## src/hdl/pwt_regs.svh

```systemverilog
// Register map, field positions, reset values and counts of the wakeup timer
`ifndef PWT_REGS_SVH
`define PWT_REGS_SVH
`define PWT_ADDR_DIV 8'h00
`define PWT_ADDR_CTRL 8'h01
`define PWT_ADDR_RST 8'h02
`define PWT_FLAG_BIT 7
`define PWT_ACK_BIT 6
`define PWT_FIELD_MSB 5
`define PWT_DIV_POR 6'h1F
`define PWT_DIV_FORCE 6'h3F
`define PWT_WUT_RESET 6'h3F
`define PWT_PRST_RESET 6'h3F
`define PWT_PRESC_BASE 11'h1F8
`define PWT_PRESC_STEP_SHIFT 4
`define PWT_READ_IDLE 8'h00
`endif

```

## src/hdl/pwt_pkg.sv

```systemverilog
// Types shared by the wakeup timer modules
package pwt_pkg;
   typedef logic [5:0] pwt_field_t;
   typedef logic [10:0] pwt_presc_t;

   typedef struct packed {
      pwt_field_t prescaleValue;
      pwt_presc_t prescaleCount;
      logic wclkTick;
   } pwt_presc_state_t;

   typedef struct packed {
      logic lfoSync1;
      logic lfoSync2;
      logic lfoPrev;
      logic wakeupFlag;
      pwt_field_t wakeupInterval;
      pwt_field_t resetInterval;
      pwt_field_t wakeupCount;
      pwt_field_t resetCount;
      logic wakeupIrq;
      logic periodicReset;
      logic [7:0] rdData;
   } pwt_main_state_t;
endpackage

```

## src/hdl/pwt_div_if.sv

```systemverilog
// Link between the timer core and its prescaler
`timescale 1ns/1ps
`default_nettype none
interface pwt_div_if;
   logic lfoTick;
   logic divWrite;
   pwt_pkg::pwt_field_t divData;
   pwt_pkg::pwt_field_t prescaleValue;
   logic wclkTick;

   modport core
   (
      output lfoTick, divWrite, divData,
      input prescaleValue, wclkTick
   );

   modport presc
   (
      input lfoTick, divWrite, divData,
      output prescaleValue, wclkTick
   );
endinterface
`default_nettype wire

```

## src/hdl/pwt_prescaler.sv

```systemverilog
// Wakeup clock prescaler and its divider register
`timescale 1ns/1ps
`default_nettype none
`include "pwt_regs.svh"
module pwt_prescaler
(
   // Clock and power-on reset
   input wire logic core_clk,
   input wire logic porReset,
   // Core link
   pwt_div_if.presc bus
);
   localparam pwt_pkg::pwt_presc_state_t PRESC_RESET =
      '{`PWT_DIV_POR, 11'h000, 1'b0};

   pwt_pkg::pwt_presc_state_t s;
   pwt_pkg::pwt_presc_state_t n;
   pwt_pkg::pwt_presc_t periodLast;

   always_comb
   begin
      n = s;
      n.wclkTick = 1'b0;
      // Six divider bits scaled by sixteen on top of the base count
      periodLast = `PWT_PRESC_BASE +
         {1'b0, s.prescaleValue, 4'h0} - 11'h001;
      if (bus.lfoTick)
      begin
         // Greater-or-equal so a smaller divider never runs the count out
         if (s.prescaleCount >= periodLast)
         begin
            n.prescaleCount = 11'h000;
            n.wclkTick = 1'b1;
         end
         else
            n.prescaleCount = s.prescaleCount + 11'h001;
      end
      if (bus.divWrite)
         n.prescaleValue = bus.divData;
   end

   // Only power-on reset reaches the divider, other resets leave it
   always_ff @(posedge core_clk or posedge porReset)
   begin
      if (porReset)
         s <= PRESC_RESET;
      else
         s <= n;
   end

   assign bus.prescaleValue = s.prescaleValue;
   assign bus.wclkTick = s.wclkTick;
endmodule // pwt_prescaler
`default_nettype wire

```

## src/hdl/pwt_timer.sv

```systemverilog
// Periodic wakeup timer with periodic reset and register port
`timescale 1ns/1ps
`default_nettype none
`include "pwt_regs.svh"
module pwt_timer
(
   // Clock and resets
   input wire logic core_clk,
   input wire logic reset,
   input wire logic powerOnReset,
   // Low frequency oscillator pin
   input wire logic lfoClk,
   // Register port
   input wire logic [7:0] regAddr,
   input wire logic [7:0] regWrData,
   input wire logic regWrite,
   input wire logic regRead,
   output logic [7:0] regRdData,
   // Events
   output logic wakeupIrq,
   output logic periodicReset
);
   localparam pwt_pkg::pwt_main_state_t MAIN_RESET = '{
      1'b0, 1'b0, 1'b0, 1'b0,
      `PWT_WUT_RESET, `PWT_PRST_RESET,
      6'h00, 6'h00, 1'b0, 1'b0, `PWT_READ_IDLE};

   pwt_pkg::pwt_main_state_t s;
   pwt_pkg::pwt_main_state_t n;
   logic anyReset;
   logic wakeEnd;
   logic resetFire;
   logic irqFire;
   logic ctrlWrite;
   logic rstWrite;
   logic divWrite;
   logic ackWrite;
   pwt_pkg::pwt_field_t wrField;

   pwt_div_if divBus();

   // Power-on reset is also a reset of every other register
   assign anyReset = reset | powerOnReset;

   pwt_prescaler presc
   (
      .core_clk(core_clk),
      .porReset(powerOnReset),
      .bus(divBus)
   );

   assign ctrlWrite = regWrite && regAddr == `PWT_ADDR_CTRL;
   assign rstWrite = regWrite && regAddr == `PWT_ADDR_RST;
   assign divWrite = regWrite && regAddr == `PWT_ADDR_DIV;
   assign ackWrite = ctrlWrite && regWrData[`PWT_ACK_BIT];
   assign wrField = regWrData[`PWT_FIELD_MSB:0];

   // Zero interval still wraps after 64 clocks, so the reset side keeps
   // its clock while the wakeup interrupt is off
   assign wakeEnd = divBus.wclkTick &&
      s.wakeupCount == s.wakeupInterval - 6'h01;
   assign resetFire = wakeEnd && s.resetInterval != 6'h00 &&
      s.resetCount == s.resetInterval - 6'h01;
   assign irqFire = wakeEnd && s.wakeupInterval != 6'h00 &&
      !resetFire;

   assign divBus.lfoTick = s.lfoSync2 && !s.lfoPrev;

   always_comb
   begin
      n = s;
      n.lfoSync1 = lfoClk;
      n.lfoSync2 = s.lfoSync1;
      n.lfoPrev = s.lfoSync2;
      n.wakeupIrq = irqFire;
      n.periodicReset = resetFire;
      n.rdData = `PWT_READ_IDLE;
      divBus.divWrite = 1'b0;
      divBus.divData = wrField;

      // Wakeup counter runs on the wakeup clock
      if (divBus.wclkTick)
      begin
         if (wakeEnd)
            n.wakeupCount = 6'h00;
         else
            n.wakeupCount = s.wakeupCount + 6'h01;
      end

      // Each wakeup interval end is one tick of the reset counter
      if (wakeEnd)
      begin
         if (resetFire || s.resetInterval == 6'h00)
            n.resetCount = 6'h00;
         else
            n.resetCount = s.resetCount + 6'h01;
      end

      // Set wins over an acknowledge in the same cycle
      if (irqFire)
         n.wakeupFlag = 1'b1;
      else if (ackWrite)
         n.wakeupFlag = 1'b0;

      // Divider write keeps only the six low bits
      if (divWrite)
      begin
         divBus.divWrite = 1'b1;
         divBus.divData = wrField;
      end

      if (ctrlWrite)
      begin
         if (wrField == 6'h00)
         begin
            // Refused when it would leave neither wakeup nor reset
            if (s.resetInterval != 6'h00)
            begin
               n.wakeupInterval = 6'h00;
               // Zero already held is the same value, the count runs on
               if (s.wakeupInterval != 6'h00)
                  n.wakeupCount = 6'h00;
               divBus.divWrite = 1'b1;
               divBus.divData = `PWT_DIV_FORCE;
            end
         end
         else if (wrField != s.wakeupInterval)
         begin
            n.wakeupInterval = wrField;
            n.wakeupCount = 6'h00;
         end
      end

      if (rstWrite)
      begin
         // Clearing is inhibited while the wakeup interval is zero
         if (wrField == 6'h00 && s.wakeupInterval == 6'h00)
            n.resetInterval = s.resetInterval;
         else if (wrField != s.resetInterval)
         begin
            n.resetInterval = wrField;
            n.resetCount = 6'h00;
         end
      end

      if (regRead)
      begin
         case (regAddr)
            `PWT_ADDR_DIV:
               n.rdData = {2'b00, divBus.prescaleValue};
            `PWT_ADDR_CTRL:
               n.rdData = {s.wakeupFlag, 1'b0, s.wakeupInterval};
            `PWT_ADDR_RST:
               n.rdData = {2'b00, s.resetInterval};
            default:
               n.rdData = `PWT_READ_IDLE;
         endcase
      end
   end

   always_ff @(posedge core_clk or posedge anyReset)
   begin
      if (anyReset)
         s <= MAIN_RESET;
      else
         s <= n;
   end

   assign regRdData = s.rdData;
   assign wakeupIrq = s.wakeupIrq;
   assign periodicReset = s.periodicReset;
endmodule // pwt_timer
`default_nettype wire

```

## config.mk

```make
export PLATFORM = sky130hd
export DESIGN_NAME = pwt_timer
export DESIGN_NICKNAME = d
export VERILOG_FILES = /design/src/hdl/pwt_pkg.sv /design/src/hdl/pwt_div_if.sv /design/src/hdl/pwt_prescaler.sv /design/src/hdl/pwt_timer.sv
export VERILOG_INCLUDE_DIRS = /design/src /design/src/hdl
export SDC_FILE = /design/constraint.sdc
export NUM_CORES = 1
export LEC_CHECK = 0
export ABC_AREA = 1
export BUFFER_PORTS_ARGS = -buffer_cell sky130_fd_sc_hd__buf_2
export CAP_MARGIN = 20
export CORE_MARGIN = 5
export CORE_UTILIZATION = 45
export CTS_CLUSTER_SIZE = 25
export DETAILED_ROUTE_END_ITERATION = 12
export MAX_ROUTING_LAYER = met4
export PLACE_DENSITY = 0.65
export SKIP_CTS_REPAIR_TIMING = 1
export SYNTH_ARGS = -nofsm -noshare
export SYNTH_HDL_FRONTEND = slang
export SYNTH_HIERARCHICAL = 1
export SYNTH_SLANG_ARGS = --single-unit
```

## constraint.sdc

```tcl
create_clock -name core_clk -period 2.2 [get_ports core_clk]
set_clock_uncertainty 0.2 [all_clocks]
set_input_delay 0.11 -clock core_clk [delete_from_list [all_inputs] [get_ports core_clk]]
set_output_delay 0.11 -clock core_clk [all_outputs]
set_load 0.03 [all_outputs]
```

=== After elaboration in Yosys (flattened, before gate mapping) ===
Cells that the tools add are included.

* Add/subtract/negate cells: 7
* Multipliers: 0
* Div/mod/pow operators: 0
* Order comparisons: 1
* Eq/ne operators: 7
* Shift-type cells: 0
* Multiplexer cells: 29
* Bitwise gates (word level): 2
* Reduce and logical (&&, ||, !) cells: 24

{| class="wikitable"
|+ Operators by type and width
! kind !! number
|-
| 2-to-1 mux 6 bit || 18
|-
| one-hot mux 8 bit (3 select lines) || 1
|-
| zero test 6 bit || 3
|-
| adder 6 x 1 -> 6 bit, second input constant || 2
|-
| == test 6 bit || 2
|-
| != test 6 bit || 2
|-
| nonzero test 6 bit || 2
|-
| subtractor 6 x 1 -> 6 bit, second input constant || 2
|-
| adder 11 x 1 -> 11 bit, second input constant || 1
|-
| adder 9 x 10 -> 11 bit, first input constant || 1
|-
| >= comparator 11 bit || 1
|-
| logical AND 1 bit || 11
|-
| 2-to-1 mux 11 bit || 1
|-
| subtractor 11 x 1 -> 11 bit, second input constant || 1
|-
| == test 8 x 1 -> 1 bit, second input constant || 1
|-
| == test 8 x 2 -> 1 bit, second input constant || 1
|-
| zero test 8 bit || 1
|-
| 2-to-1 mux 1 bit || 8
|-
| 2-to-1 mux 8 bit || 1
|-
| AND reduction 3 bit || 2
|-
| nonzero test 2 bit || 2
|-
| zero test 1 bit || 2
|-
| != test 2 bit, second input constant || 1
|-
| logical OR 1 bit || 1
|-
| 2 further kinds || 2
|}

* Register bits after elaboration: 56
* Latch bits: 0
* Memory bits (writable): 0
* Memory bits (read-only): 0
* Output and inout port bits: 10
* Memories kept: 0

=== Longest topological paths before layout ===
Gate-level depths: netlist of run 1.

* Depth after elaboration: 11
* Gate-level depth with buffers: 15
* Gate-level depth less buffers: 15

=== Modules after synthesis ===
The synthesis of run 1 kept the hierarchy.

{| class="wikitable"
|+ Modules (own cells, without submodules)
! module !! times used !! cells each !! area each (µm²) !! seq. area each (µm²)
|-
| pwt_timer || 1 || 315 || 2364.8 || 940.9
|-
| pwt_prescaler || 1 || 143 || 1222.4 || 456.7
|}

=== Least setup slack after synthesis of run 1 ===
OpenSTA, ideal clock, no wires.

* Path type: register -> register
* From: register s[22] (netlist bit)
* To: register presc.s, in the netlist presc/bus.prescaleValue[5]
* Library setup time: 0.125 ns
* Data arrival time: 1.958 ns
* Data required time: 1.875 ns
* Path slack: -0.082 ns
* Cell stages (with the launch flop): 10
* Clock period less this slack: 2.282 ns
* Path through: dfstp_2 -> inv_1 -> ha_1 -> nand4_1 -> inv_1 -> nor2_1 -> nand2_1 -> o21ai_0 -> clkbuf_1 -> mux2_2

* Cells in the longest elaborated chain, start to end: 4
* Elaborated cells between the ends (all ways): 7
* Classes of those cells: mux: 6; reduce/logical: 1

{| class="wikitable"
|+ Ends and longest elaborated chain
! item !! line !! RTL
|-
| start, declared || pwt_timer.sv:28 || <nowiki>pwt_pkg::pwt_main_state_t s;</nowiki>
|-
| start signal, assigned || pwt_timer.sv:166 || <nowiki>s <= n;</nowiki>
|-
| nonzero test 6 bit || pwt_timer.sv:117 || <nowiki>if (s.resetInterval != 6'h00)</nowiki>
|-
| 2-to-1 mux 1 bit || pwt_timer.sv:117 ||
|-
| 2-to-1 mux 1 bit || pwt_timer.sv:114 || <nowiki>if (wrField == 6'h00)</nowiki>
|-
| 2-to-1 mux 1 bit || pwt_timer.sv:112 || <nowiki>if (ctrlWrite)</nowiki>
|-
| named net divBus.divWrite || pwt_div_if.sv:6 || <nowiki>logic divWrite;</nowiki>
|-
| end signal, assigned || pwt_prescaler.sv:48 || <nowiki>s <= n;</nowiki>
|-
| end, declared || pwt_prescaler.sv:16 || <nowiki>pwt_pkg::pwt_presc_state_t s;</nowiki>
|}

The timed path passes the listed nets, and every way through them passes these cells.
A chain may end at the register's enable or synchronous reset.

=== Worst setup path in the final report of run 1 ===
* From: register presc.s, in the netlist presc/bus.prescaleValue[1]
* To: register presc/s[7] (netlist bit)

* Cells in the longest elaborated chain, start to end: 4

{| class="wikitable"
|+ Ends and longest elaborated chain
! item !! line !! RTL
|-
| adder 9 x 10 -> 11 bit (no line) || - ||
|-
| subtractor 11 x 1 -> 11 bit (no line) || - ||
|-
| >= comparator 11 bit || pwt_prescaler.sv:30 || <nowiki>if (s.prescaleCount >= periodLast)</nowiki>
|-
| 2-to-1 mux 11 bit || pwt_prescaler.sv:30 ||
|}

No other way between the ends.

==> summary by stage, run 1 <==
Outcome
The flow ran to the end, and the final reports show no timing, DRC or antenna violations.

Timing
The headroom to the max-slew limit is between 50 and 60%. The final setup violation count is 0. The transition time of the tightest slew-check pin is approximately 730 ps. Based on the critical path, the design can be clocked at up to ~460 MHz. Setup repair after global routing could not meet its margin everywhere. The total count of max-transition violations in the final report was 0. The final cycle utilization of the critical path is between 90% and 100%. The hold violation count in the final report came to 0.

For the finished layout, the period the worst path requires is around 2200 ps.

Floorplanning
The chip height is between 90 and 100 um. The horizontal die dimension is about 99 um. In this run the core area contains 32 standard-cell rows. For this configuration, the core starts out at a cell density of 46.4%.

The area inside the core boundary is around 0.0077 mm2. The die covers a little under 0.01 mm2. The I/O pin total is 32.

Drt
The total routed wirelength is ~8100 um. Dividing the detail-routed wire length by the instance count gives 13.3 um. After detailed routing, the number of vias per cell comes to a little over 5. The residual DRC count is 0. The first detailed-routing pass ran for 4 iterations. The detailed router finished its first iteration with 162 violations. The count of nets left with antenna violations once routing finished came out at 0.

Detailed routing inserted a total of around 3100 vias.

Worst setup path
The delay of the slowest cell on the worst path is about 550 ps. The sort of element at the end of the critical path is a register. The worst setup path is launched from a register. The type of the worst setup path is reg2reg. Along the worst path, the maximum fanout reaches 6.

Data on the critical path is required at its endpoint by 2240 ps. Among all stages on the critical path, the largest delay is contributed by dfstp_2. Data on the critical path arrives at its endpoint at ~2200 ps. The critical path goes through inv_2 -> ha_4 -> xnor2_2 -> ha_1 -> nand2_2 -> inv_2 -> a21oi_2 -> nand2_1 -> nand2_2 -> nand2_4 -> a21oi_2.

Cells and area
0 antenna diodes ended up in the layout. The share of cells above drive strength 1 is 28.2%. The final core area utilization is between 50 and 60%. The number of nets in the final layout is between 500 and 600. The count of filler cells inserted in the layout is 730.

The area growth from synthesis to layout is 18.2%. Excluding fillers, the count of instances in the completed layout stands at a little over 600.

Clock tree
The number of H-tree levels is 2. The number of buffers on the longest clock path is 2. The clock latency on the worst-skew pair is ~310 ps.

After clock tree synthesis, the clock-pin slew on the worst setup and hold paths is roughly 90 ps. The root buffer cell is clkbuf_8. TritonCTS built the clock tree. The clock buffer count from CTS is 5. The number of clock sinks is 55.

Worst hold path
The path class of the lowest-slack min-delay path is in2reg.

Global routing
The via count of the first global-routing pass came to roughly 3000. Global routing used ~17% of the available tracks across all layers. The initial antenna violation count is 0. Summed over all layers, the global routing overflow is 0. The first global-routing pass estimated 13400 um of wire. The largest net degree at the start of global routing is 38.

Logic synthesis
Synthesis inferred 55 register bits. Sequential cells were found to cover 39.0% of the synthesized design area. The number of standard cells after synthesis is approximately 460. A synthesized cell averages approximately 8 um2. The netlist uses 47 different library cells. For this run, the number of Yosys warnings is 6. The netlist area before placement is ~0.0036 mm2. The number of nets handed over by synthesis was roughly 500.

Power and ir drop
The worst IR drop on VDD is 0.276 mV. The ratio of total power to cell area is roughly 550 mW/mm2. In this run the static leakage power is approximately 2.1 nW.

Job
The reported max-cap violation count is 0.

Place
Detailed placement ended at an HPWL of between 6000 and 7000 um. In this run the tool buffered the top-level ports with 29 buffer cells. The count of placed standard cells including taps is 590. The final RePlAce weighted congestion is around 0.9.
per-layer routing:
metal | up-vias | routed length, um | GRT usage (%)
met2 | 83 | 3730 | 26.7
met3 | 18 | 434 | 2.73
li1 | 1556 | - | -
met1 | 1452 | 3820 | 22.4
met5 | - | 0 | -
met4 | 0 | 158 | 4.94
metrics by stage:
step	area [um2]	hold WS, ps	setup WS, ps	total power, W	setup TNS [ps]
final	4240	20.2	33.6	0.00233	0
after floorplan	3590	-155	11.9	0.00152	0
after global placement	3890	22.1	-85.1	0.00163	-489
after detailed placement	3890	26.6	-160	0.00164	-1260
after CTS	3990	-298	-185	0.00230	-1560
after global routing	4240	10.4	-90.3	0.00247	-666
critical path: cells and delay by family (launching register included):
kind	cells	cell delay (ps)
AOI/OAI and AO/OA	2	240
xor gates and xnor gates	1	120
adders and majority gates	2	480
buffers and inverters	2	90
DFF	1	550
and+or+nand+nor	4	430
synth_stat cells, drive strengths merged:
master | number | share of area, %
xnor2 | 13 | 3.2
o22ai | 2 | 0.35
mux2 | 2 | 0.63
o21a | 1 | 0.21
o211ai | 4 | 0.84
conb | 1 | 0.10
nor2 | 46 | 5.5
a31o | 1 | 0.24
nor3 | 6 | 1.3
nand3 | 22 | 3.2
clkbuf | 3 | 0.38
nand2 | 127 | 14
o221ai | 3 | 0.73
o21bai | 2 | 0.52
inv | 60 | 6.3
dfrtp | 38 | 27
a221oi | 1 | 0.24
a21oi | 14 | 3.1
dfstp | 17 | 12
or2 | 3 | 0.52
nor4 | 1 | 0.17
o21ai | 26 | 3.7
nand4 | 13 | 2.4
nor3b | 1 | 0.21
nand3b | 2 | 0.42
xor2 | 17 | 4.4
ha | 14 | 4.9
buf | 18 | 3.7
path summary, 6_finish.rpt:
check                                                start  depth (start not counted)  slack [ps]                 end
worst max-delay path            presc/bus.prescaleValue[1]                         11          30          presc/s[7]
worst min-delay path                          regWrData[2]                          3          20               s[24]
worst max register to register  presc/bus.prescaleValue[1]                         11          30          presc/s[7]
worst min register to register                       n[36]                          0         150               n[35]
max in group asynchronous                     powerOnReset                          5         570               s[25]
min in group asynchronous                     powerOnReset                          3         300  presc/bus.wclkTick
flip-flops by register name, summed over array words and instances, names as in the netlist:
name                     cells
presc/bus.wclkTick           1
presc/s                     11
regRdData                    7
presc/bus.prescaleValue      6
periodicReset                1
wakeupIrq                    1
s                           26
n                            2
area by class of cell:
type                            count  area (um2)  area share [%]
Clock buffer                        7        76.3            1.80
Clock inverter                      1        30.0           0.708
Multi-Input combinational cell    323        1940            45.8
Timing Repair Buffer               64         440            10.4
Inverter                           60         228            5.37
Tap cell                          102         128            3.01
Sequential cell                    55        1400            32.9
cells in the final DEF, fill, tap and decap left out, drive strengths merged:
cell type	netlist	layout
xor2	17	17
a21oi	14	14
nand4	13	13
nand2	127	128
nand3b	2	2
o211ai	4	4
dfrtp	38	38
o22ai	2	2
o221ai	3	3
nor3b	1	1
o21ai	26	26
clkbuf	3	7
a31o	1	1
o21a	1	1
a221oi	1	1
dlygate4sd3	0	10
o21bai	2	2
nor4	1	1
ha	14	14
nor3	6	6
nor2	46	46
mux2	2	2
buf	18	54
bufinv	0	1
conb	1	1
dfstp	17	17
nand3	22	22
inv	60	60
or2	3	3
xnor2	13	13
cells by family (layout without fill, tap and decap cells):
family / after synthesis / count (layout) / synth area share [%]
AO/OA/AOI/OAI: 54 / 54 / 9.98
XOR/XNOR: 30 / 30 / 7.53
adder cells (fa/ha/maj): 14 / 14 / 4.88
buffers and inverters: 81 / 132 / 10.3
flip-flops: 55 / 55 / 39.0
multiplexers: 2 / 2 / 0.628
other: 1 / 1 / 0.105
AND/OR/NAND/NOR: 221 / 222 / 27.6
report_power, final:
group          switching, W  total (W)  internal, W
clock              0.000320   0.000661     0.000341
combinational      0.000284   0.000485     0.000201
sequential        0.0000872    0.00118      0.00109
total              0.000691    0.00233      0.00164
No activity file was read; power rests on OpenSTA's default activity.
==> run 2: changes to the inputs <==
CAP_MARGIN = not set   (was 20)
SETUP_SLACK_MARGIN = 0.1   (was not set)
==> summary by stage, run 2 (synthesis results as in run 1) <==
Timing
Setup repair after global routing could not meet its margin everywhere. The total count of max-transition violations in the final report was 0 (unchanged). The hold violation count in the final report is 0 (unchanged).

The headroom to the max-slew limit was 50.2% (-1.2 points). The timing-limited maximum frequency is 458 MHz (-0.70%). The transition time of the tightest slew-check pin is 746 ps (+18.6 ps). The final cycle utilization of the critical path is 99.2% (+0.69 points). The final hold slack is 8.85 ps (-11.3 ps). The time the final worst path needs with I/O delays and setup is 2180 ps (+15.2 ps). The final setup violation count was 0 (unchanged).

Cells and area
The number of non-filler instances in the completed layout is 618 (+0.98%). The flip-flop count of the largest register, all copies and words added is 26 (unchanged). Leaving out fill and tap cells, the most frequent cell in the layout is nand2_1. The share of cells above drive strength 1 came to 32.0% (+3.7 points). The register containing the most flip-flops in the final layout is s. The final antenna diode count was 0 (unchanged). The area growth from synthesis to layout is 21.7%. The post-route cell area is 0.00437 mm2 (+2.9%). The top cell types in the final layout, fill and taps aside, are nand2_1 (113), inv_1 (47), dfrtp_1 (38). The number of nets in the final layout came to 551 (+1.1%).

Worst setup path
The worst path required time is 2240 ps (about the same). Traced cell by cell, the critical path runs through inv_2 -> ha_4 -> nand3_2 -> xor2_1 -> ha_1 -> a21oi_2 -> o21a_2 -> nand2_8 -> a21oi_2. The worst setup path is captured at a register. The combined buffer and inverter count along the critical path is 1 (-1). The maximum fanout encountered on the critical timing path is 6 (unchanged).

The critical path's slowest cell is dfstp_2. The startpoint class of the critical path is a register. The kind of cell with the highest combined delay on the critical path is flip-flops. The worst endpoint data arrival time is 2220 ps (about the same).

The most frequent cell on the critical path is a21oi_2. The delay of the slowest cell on the worst path is 550 ps (about the same). The type of the worst setup path is reg2reg.

Power and ir drop
The ratio of total power to cell area was 517 mW/mm2 (-5.8%). The static power due to leakage is 2.18 nW (+3.0%). The worst IR drop on VDD is 0.227 mV (-18%).

Global routing
The initial antenna violation count is 0 (unchanged). The via count of the first global-routing pass is 2871 (-1.8%). The remaining global-route overflow is 0 (unchanged).

The overall global routing resource usage is 17.3% (+0.41 points). The largest net degree at the start of global routing is 19 (-50%). The wire length of the first global-routing pass was 13600 um (+1.3%).

Clock tree
The number of buffers on the longest clock path is 2 (unchanged). The number of H-tree levels is 2 (unchanged). The clock latency on the worst-skew pair was 310 ps (about the same). The clock buffer count from CTS was 5 (unchanged). The clock transition at the registers of the reported paths is 90 ps (about the same).

In this run the clock root is driven by a clkbuf_8. The number of clock sinks is 55 (unchanged). TritonCTS built the clock tree.

Place
The final RePlAce weighted congestion is 0.902 (+1.2%). The number of buffer cells added on primary ports came to 29 (unchanged). The instance area at placement is 0.00391 mm2 (+0.51%). The count of placed standard cells including taps is 591 (+0.17%). The HPWL after detailed placement is 6220 um (+2.3%).

Outcome
The flow ran to the end, and the final reports show no timing, DRC or antenna violations.

Floorplanning
The area inside the core boundary is 0.00773 mm2 (unchanged). The chip height is 99.3 um (unchanged). The effective utilization at floorplan is 46.4% (unchanged). The horizontal die dimension is 99.3 um (unchanged). The I/O pin total is 32 (unchanged). The site row count is 32 (unchanged). The die footprint is 0.00986 mm2 (unchanged).

Drt
The average wire per cell in the routed design was 13.8 um (+3.5%). The routed via count was 3147 (+1.2%). The count of routing violations after the opening detailed-route iteration came to 145 (-10%).

The residual DRC count is 0 (unchanged). The number of search-and-repair iterations in the first detailed-routing pass was 5 (+1). The via-per-instance ratio is 5.09 (+0.24%). The total routed wirelength is 8520 um (+4.5%). The remaining antenna violation count is 0 (unchanged).

Job
The reported max-cap violation count came to 0 (unchanged).

Worst hold path
The path class of the lowest-slack min-delay path is in2reg.
[run 2: cell count changes in the layout (fill, tap and decap cells not counted), moves of 3 or more]
cell | before | now
buf_4 | 23 | 30
nor2_1 | 36 | 31
nand2_1 | 116 | 113
nor2_2 | 7 | 10
[run 2: worst register-to-register path, stage by stage (launching register included)]
cell	delay (ps)
dfstp_2	550
inv_2	60
ha_4	160
nand3_2	70
xor2_1	170
ha_1	280
a21oi_2	150
o21a_2	230
nand2_8	100
a21oi_2	140
[run 2: final cells by class]
class                           instances  area [um2]
Sequential cell                        55        1400
Clock buffer                            8        80.1
Timing Repair Buffer                   70         483
Fill cell                             674        3360
Inverter                               60         233
Multi-Input combinational cell        323        2050
Tap cell                              102         128
[run 2: final timing paths]
kind,from,endpoint,slack (ps),cells after the start
worst max-delay path,presc/bus.prescaleValue[1],presc/s[3],20,9
worst min-delay path,regWrData[5],s[27],9,3
worst max register to register,presc/bus.prescaleValue[1],presc/s[3],20,9
worst min register to register,n[36],n[35],150,0
max in group asynchronous,powerOnReset,s[16],520,4
min in group asynchronous,powerOnReset,presc/s[7],300,3
[run 2: metal layers]
metal | vias up | part of all wire, % | track usage [%]
met2 | 79 | 46 | 27.5
met3 | 15 | 5.4 | 3.02
met5 | - | 0 | -
li1 | 1565 | - | -
met4 | 0 | 1.9 | 4.62
met1 | 1488 | 47 | 22.9
[run 2: through the flow]
| stage | setup slack, ps | TNS, ps | power (W) | utilization (%) |
|---|---|---|---|---|
| finish | 18.4 | 0 | 0.00226 | 56.5 |
| detailed placement | -190 | -871 | 0.00165 | 50.6 |
| CTS | -245 | -1300 | 0.00220 | 51.6 |
| floorplan | 109 | 0 | 0.00152 | - |
| global placement | -66.3 | -283 | 0.00163 | 50.6 |
| global route | -96.7 | -983 | 0.00240 | 56.5 |
[run 2: report_power, final]
part / internal (W) / leakage, nW / switching [W] / total (W)
Combinational: 0.000220 / 1.47 / 0.000304 / 0.000524
Sequential: 0.00109 / 0.670 / 0.0000901 / 0.00118
Clock: 0.000227 / 0.0395 / 0.000321 / 0.000548
Total: 0.00154 / 2.18 / 0.000715 / 0.00226
==> run 3: changes to the inputs <==
ABC_AREA = not set   (was 1)
==> summary by stage, run 3 <==
Worst setup path
The path depth of the worst reg2reg path is 9 (unchanged). The worst path required time is 2200 ps (-40 ps). STA classifies the critical path startpoint as a register.

The maximum fanout encountered on the critical timing path is 6 (unchanged). The critical path is of the reg2reg type. The worst setup path is captured at a register. The worst endpoint data arrival time is 2410 ps (+190 ps).

Drt
The number of search-and-repair iterations in the first detailed-routing pass is 4 (-1). The total routed wirelength is 9110 um (+7.0%). The count of routing violations after the opening detailed-route iteration is 72 (-50%). The remaining antenna violation count is 0 (unchanged). The average wire per cell in the routed design is 16.8 um (+22%).

The residual DRC count is 0 (unchanged). The routed via count is 2950 (-6.3%). The via-per-instance ratio came to 5.45 (+7.1%).

Logic synthesis
The post-synthesis cell type count is 67 (+43%). The count of synthesis-stage warnings from yosys is 6 (unchanged). After synthesis, the most frequently instantiated cells are dfrtp_1 (38), nor2_1 (28), xnor2_1 (22). The sequential-to-total area share from yosys stat was 38.7% (-0.31 points).

The biggest area contributor in the post-synthesis netlist is dfrtp_1. The synthesized-area fraction occupied by ao, oa, aoi and oai cells is 12.5% (+2.5 points). The fraction of synthesized cell area in xor and xnor cells came to 9.69% (+2.2 points). The number of synthesized flops with an enable pin came to 0 (unchanged).

The fraction of post-synthesis cell area in the top cell type by area was 26.3% (-0.21 points). The number of standard cells after synthesis came to 357 (-22%). After synthesis, the largest family of logic cells by area is simple AND/OR/NAND/NOR gates. The mux contribution to synthesized area came to 7.34% (+6.7 points). Ranked by total cell area, the synthesized netlist is headed by dfrtp_1 (26%), dfstp_2 (12%), xnor2_1 (5.3%). The adder-cell share of the synthesized area is 4.84% (-0.039 points).

The netlist area before placement is 0.00362 mm2 (+0.80%). The total nets after synthesis is 393 (-20%). The total of flip-flops plus latches after synthesis is 55 (unchanged). The share of synthesized cell area in and, or, nand and nor gates came to 19.3% (-8.3 points). The most repeated cell in the gate-level netlist after synthesis is dfrtp_1. Among all flip-flop cells after synthesis, the most frequent one is dfrtp_1.

The proportion of synthesized flip-flops having asynchronous set or reset is 100% (unchanged). The mean instance size in the synthesized netlist is 10.1 um2 (+29%).

Timing
The hold violation count in the final report is 0 (unchanged). The final setup violation count came to 28 (+28). The transition time of the tightest slew-check pin came to 688 ps (-57.5 ps). Setup repair after global routing could not meet its margin everywhere. The post-layout worst setup margin was -210 ps (-228 ps). The total count of max-transition violations in the final report was 0 (unchanged).

The headroom to the max-slew limit came to 54.1% (+3.8 points). The final cycle utilization of the critical path came to 110% (+10 points). The timing-limited maximum frequency is 415 MHz (-9.5%). The final hold slack is 4.03 ps (-4.82 ps). The time the final worst path needs with I/O delays and setup was 2410 ps (+228 ps).

Cells and area
The most common cell after layout, fill and taps aside is buf_4. The area growth from synthesis to layout is 34.9%. In the layout the commonest cells are buf_4 (53), dfrtp_1 (38), buf_2 (29).

The final core area utilization is 62.8% (+6.3 points). The flip-flop count of the largest register, all copies and words added is 26 (unchanged). The count of filler cells inserted in the layout is 630 (-6.5%). The post-route cell area is 0.00488 mm2 (+12%). The number of nets in the final layout is 474 (-14%).

Ranked by flip-flop count, first place goes to s. The final antenna diode count came to 0 (unchanged). The share of cells above drive strength 1 was 50.3% (+18 points).

Global routing
The global-route met3 utilization is 2.66% (-0.35 points). The global routing met1 resource utilization is 21.9% (-0.94 points). The met2 track utilization from global routing was 30.5% (+3.0 points). The remaining global-route overflow is 0 (unchanged). The initial antenna violation count is 0 (unchanged). The largest net degree at the start of global routing is 38 (+19). The global routing's busiest layer is met2. The wire length of the first global-routing pass is 13900 um (+2.5%). The via count of the first global-routing pass was 2848 (-0.80%). The overall global routing resource usage was 17.8% (+0.46 points).

Floorplanning
The site row count is 32 (unchanged). The I/O pin total was 32 (unchanged). The chip height is 99.6 um (+0.36%). The effective utilization at floorplan is 46.6% (+0.13 points).

The die footprint is 0.00993 mm2 (+0.72%). The area inside the core boundary is 0.00777 mm2 (+0.52%). The horizontal die dimension is 99.6 um (+0.36%).

Power and ir drop
The worst IR drop on VDD came to 0.393 mV (+74%). The ratio of total power to cell area is 541 mW/mm2 (+4.8%). The static power due to leakage was 2.05 nW (-6.0%).

The overall power consumption came to 0.00264 W (+17%).

Outcome
The flow ran to the end, but the final reports show violations. The checks that failed: setup timing.

Place
The final RePlAce weighted congestion is 0.819 (-9.1%). The instance area at placement is 0.00426 mm2 (+8.9%). The HPWL after detailed placement is 6270 um (+0.82%). The number of buffer cells added on primary ports is 29 (unchanged).

Clock tree
The number of buffers on the longest clock path came to 2 (unchanged). The clock transition at the registers of the reported paths was 110 ps (+20 ps). The number of H-tree levels is 2 (unchanged). The clock buffer count from CTS is 5 (unchanged). The clock latency on the worst-skew pair is 310 ps (about the same). The cell sitting at the root of the clock tree is a clkbuf_8. The number of clock sinks was 55 (unchanged). TritonCTS built the clock tree.

Worst hold path
The tightest min-delay check is of the in2reg type. The number of cells traversed by the worst hold path is 4 (+1).

Job
The reported max-cap violation count is 0 (unchanged).
-- run 3: changes by cell type after synthesis, sizes merged, moves of 6 or more --
cell,before,now
nor3,6,19
nand3,22,15
inv,60,12
nand4,13,5
a211oi,0,6
mux2,2,16
mux2i,0,7
o21ai,26,8
buf,18,27
xnor2,13,22
nor2,46,29
nand2,127,13
-- run 3: path summary, 6_finish.rpt --
| kind | from | end | slack, ps |
|---|---|---|---|
| max | presc/bus.prescaleValue[0] | presc/s[5] | -210 |
| max reg2reg | presc/bus.prescaleValue[0] | presc/s[5] | -210 |
| min | regAddr[1] | regRdData[7] | 4 |
| max in group asynchronous | powerOnReset | presc/s[11] | 1100 |
| min in group asynchronous | powerOnReset | presc/bus.prescaleValue[5] | 260 |
| min reg2reg | n[36] | n[35] | 160 |
-- run 3: cell type report --
| class | count | area [um2] | share of cell area, % |
|---|---|---|---|
| clock buffers | 5 | 68.8 | 1.41 |
| flip-flops and latches | 55 | 1400 | 28.6 |
| inverters | 12 | 47.5 | 0.974 |
| multi-input cells | 261 | 2400 | 49.2 |
| repair buffers | 103 | 792 | 16.2 |
| clock inverters | 3 | 43.8 | 0.897 |
| well taps | 102 | 128 | 2.62 |
-- run 3: through the flow --
| step | TNS, ps | std cells | worst slack, ps |
|---|---|---|---|
| final | -3480 | 541 | -210 |
| after detailed placement | -6090 | 511 | -300 |
| after CTS | -6870 | 519 | -313 |
| after global routing | -7270 | 541 | -361 |
| after floorplan | -1180 | 357 | -170 |
| after global placement | -5290 | 511 | -264 |
-- run 3: report_power, final --
group	internal, W	switching (W)
clock network	0.000340	0.000350
logic	0.000398	0.000383
registers	0.00108	0.0000858
-- run 3: kinds of logic (layout without fill, tap and decap cells) --
kind of cell	after synthesis	in the layout
compound gates	59	60
xor+xnor	40	40
fa+ha+maj	14	14
buf+inv	43	123
flops	55	55
mux	23	23
other cells	1	1
simple gates	122	123
-- run 3: metal layers --
layer | vias up | routed length [um]
li1 | 1424 | -
met1 | 1465 | 3870
met2 | 48 | 4850
met3 | 13 | 254
met4 | 0 | 136
met5 | - | 0
-- run 3: critical path, stage by stage (launching register included) --
cell and delay (ps):
dfstp_2 580, inv_2 60, ha_4 170, xnor2_2 120
ha_1 280, and4b_1 240, a31oi_4 110, a211oi_4 310
buf_6 170, nor3_1 50
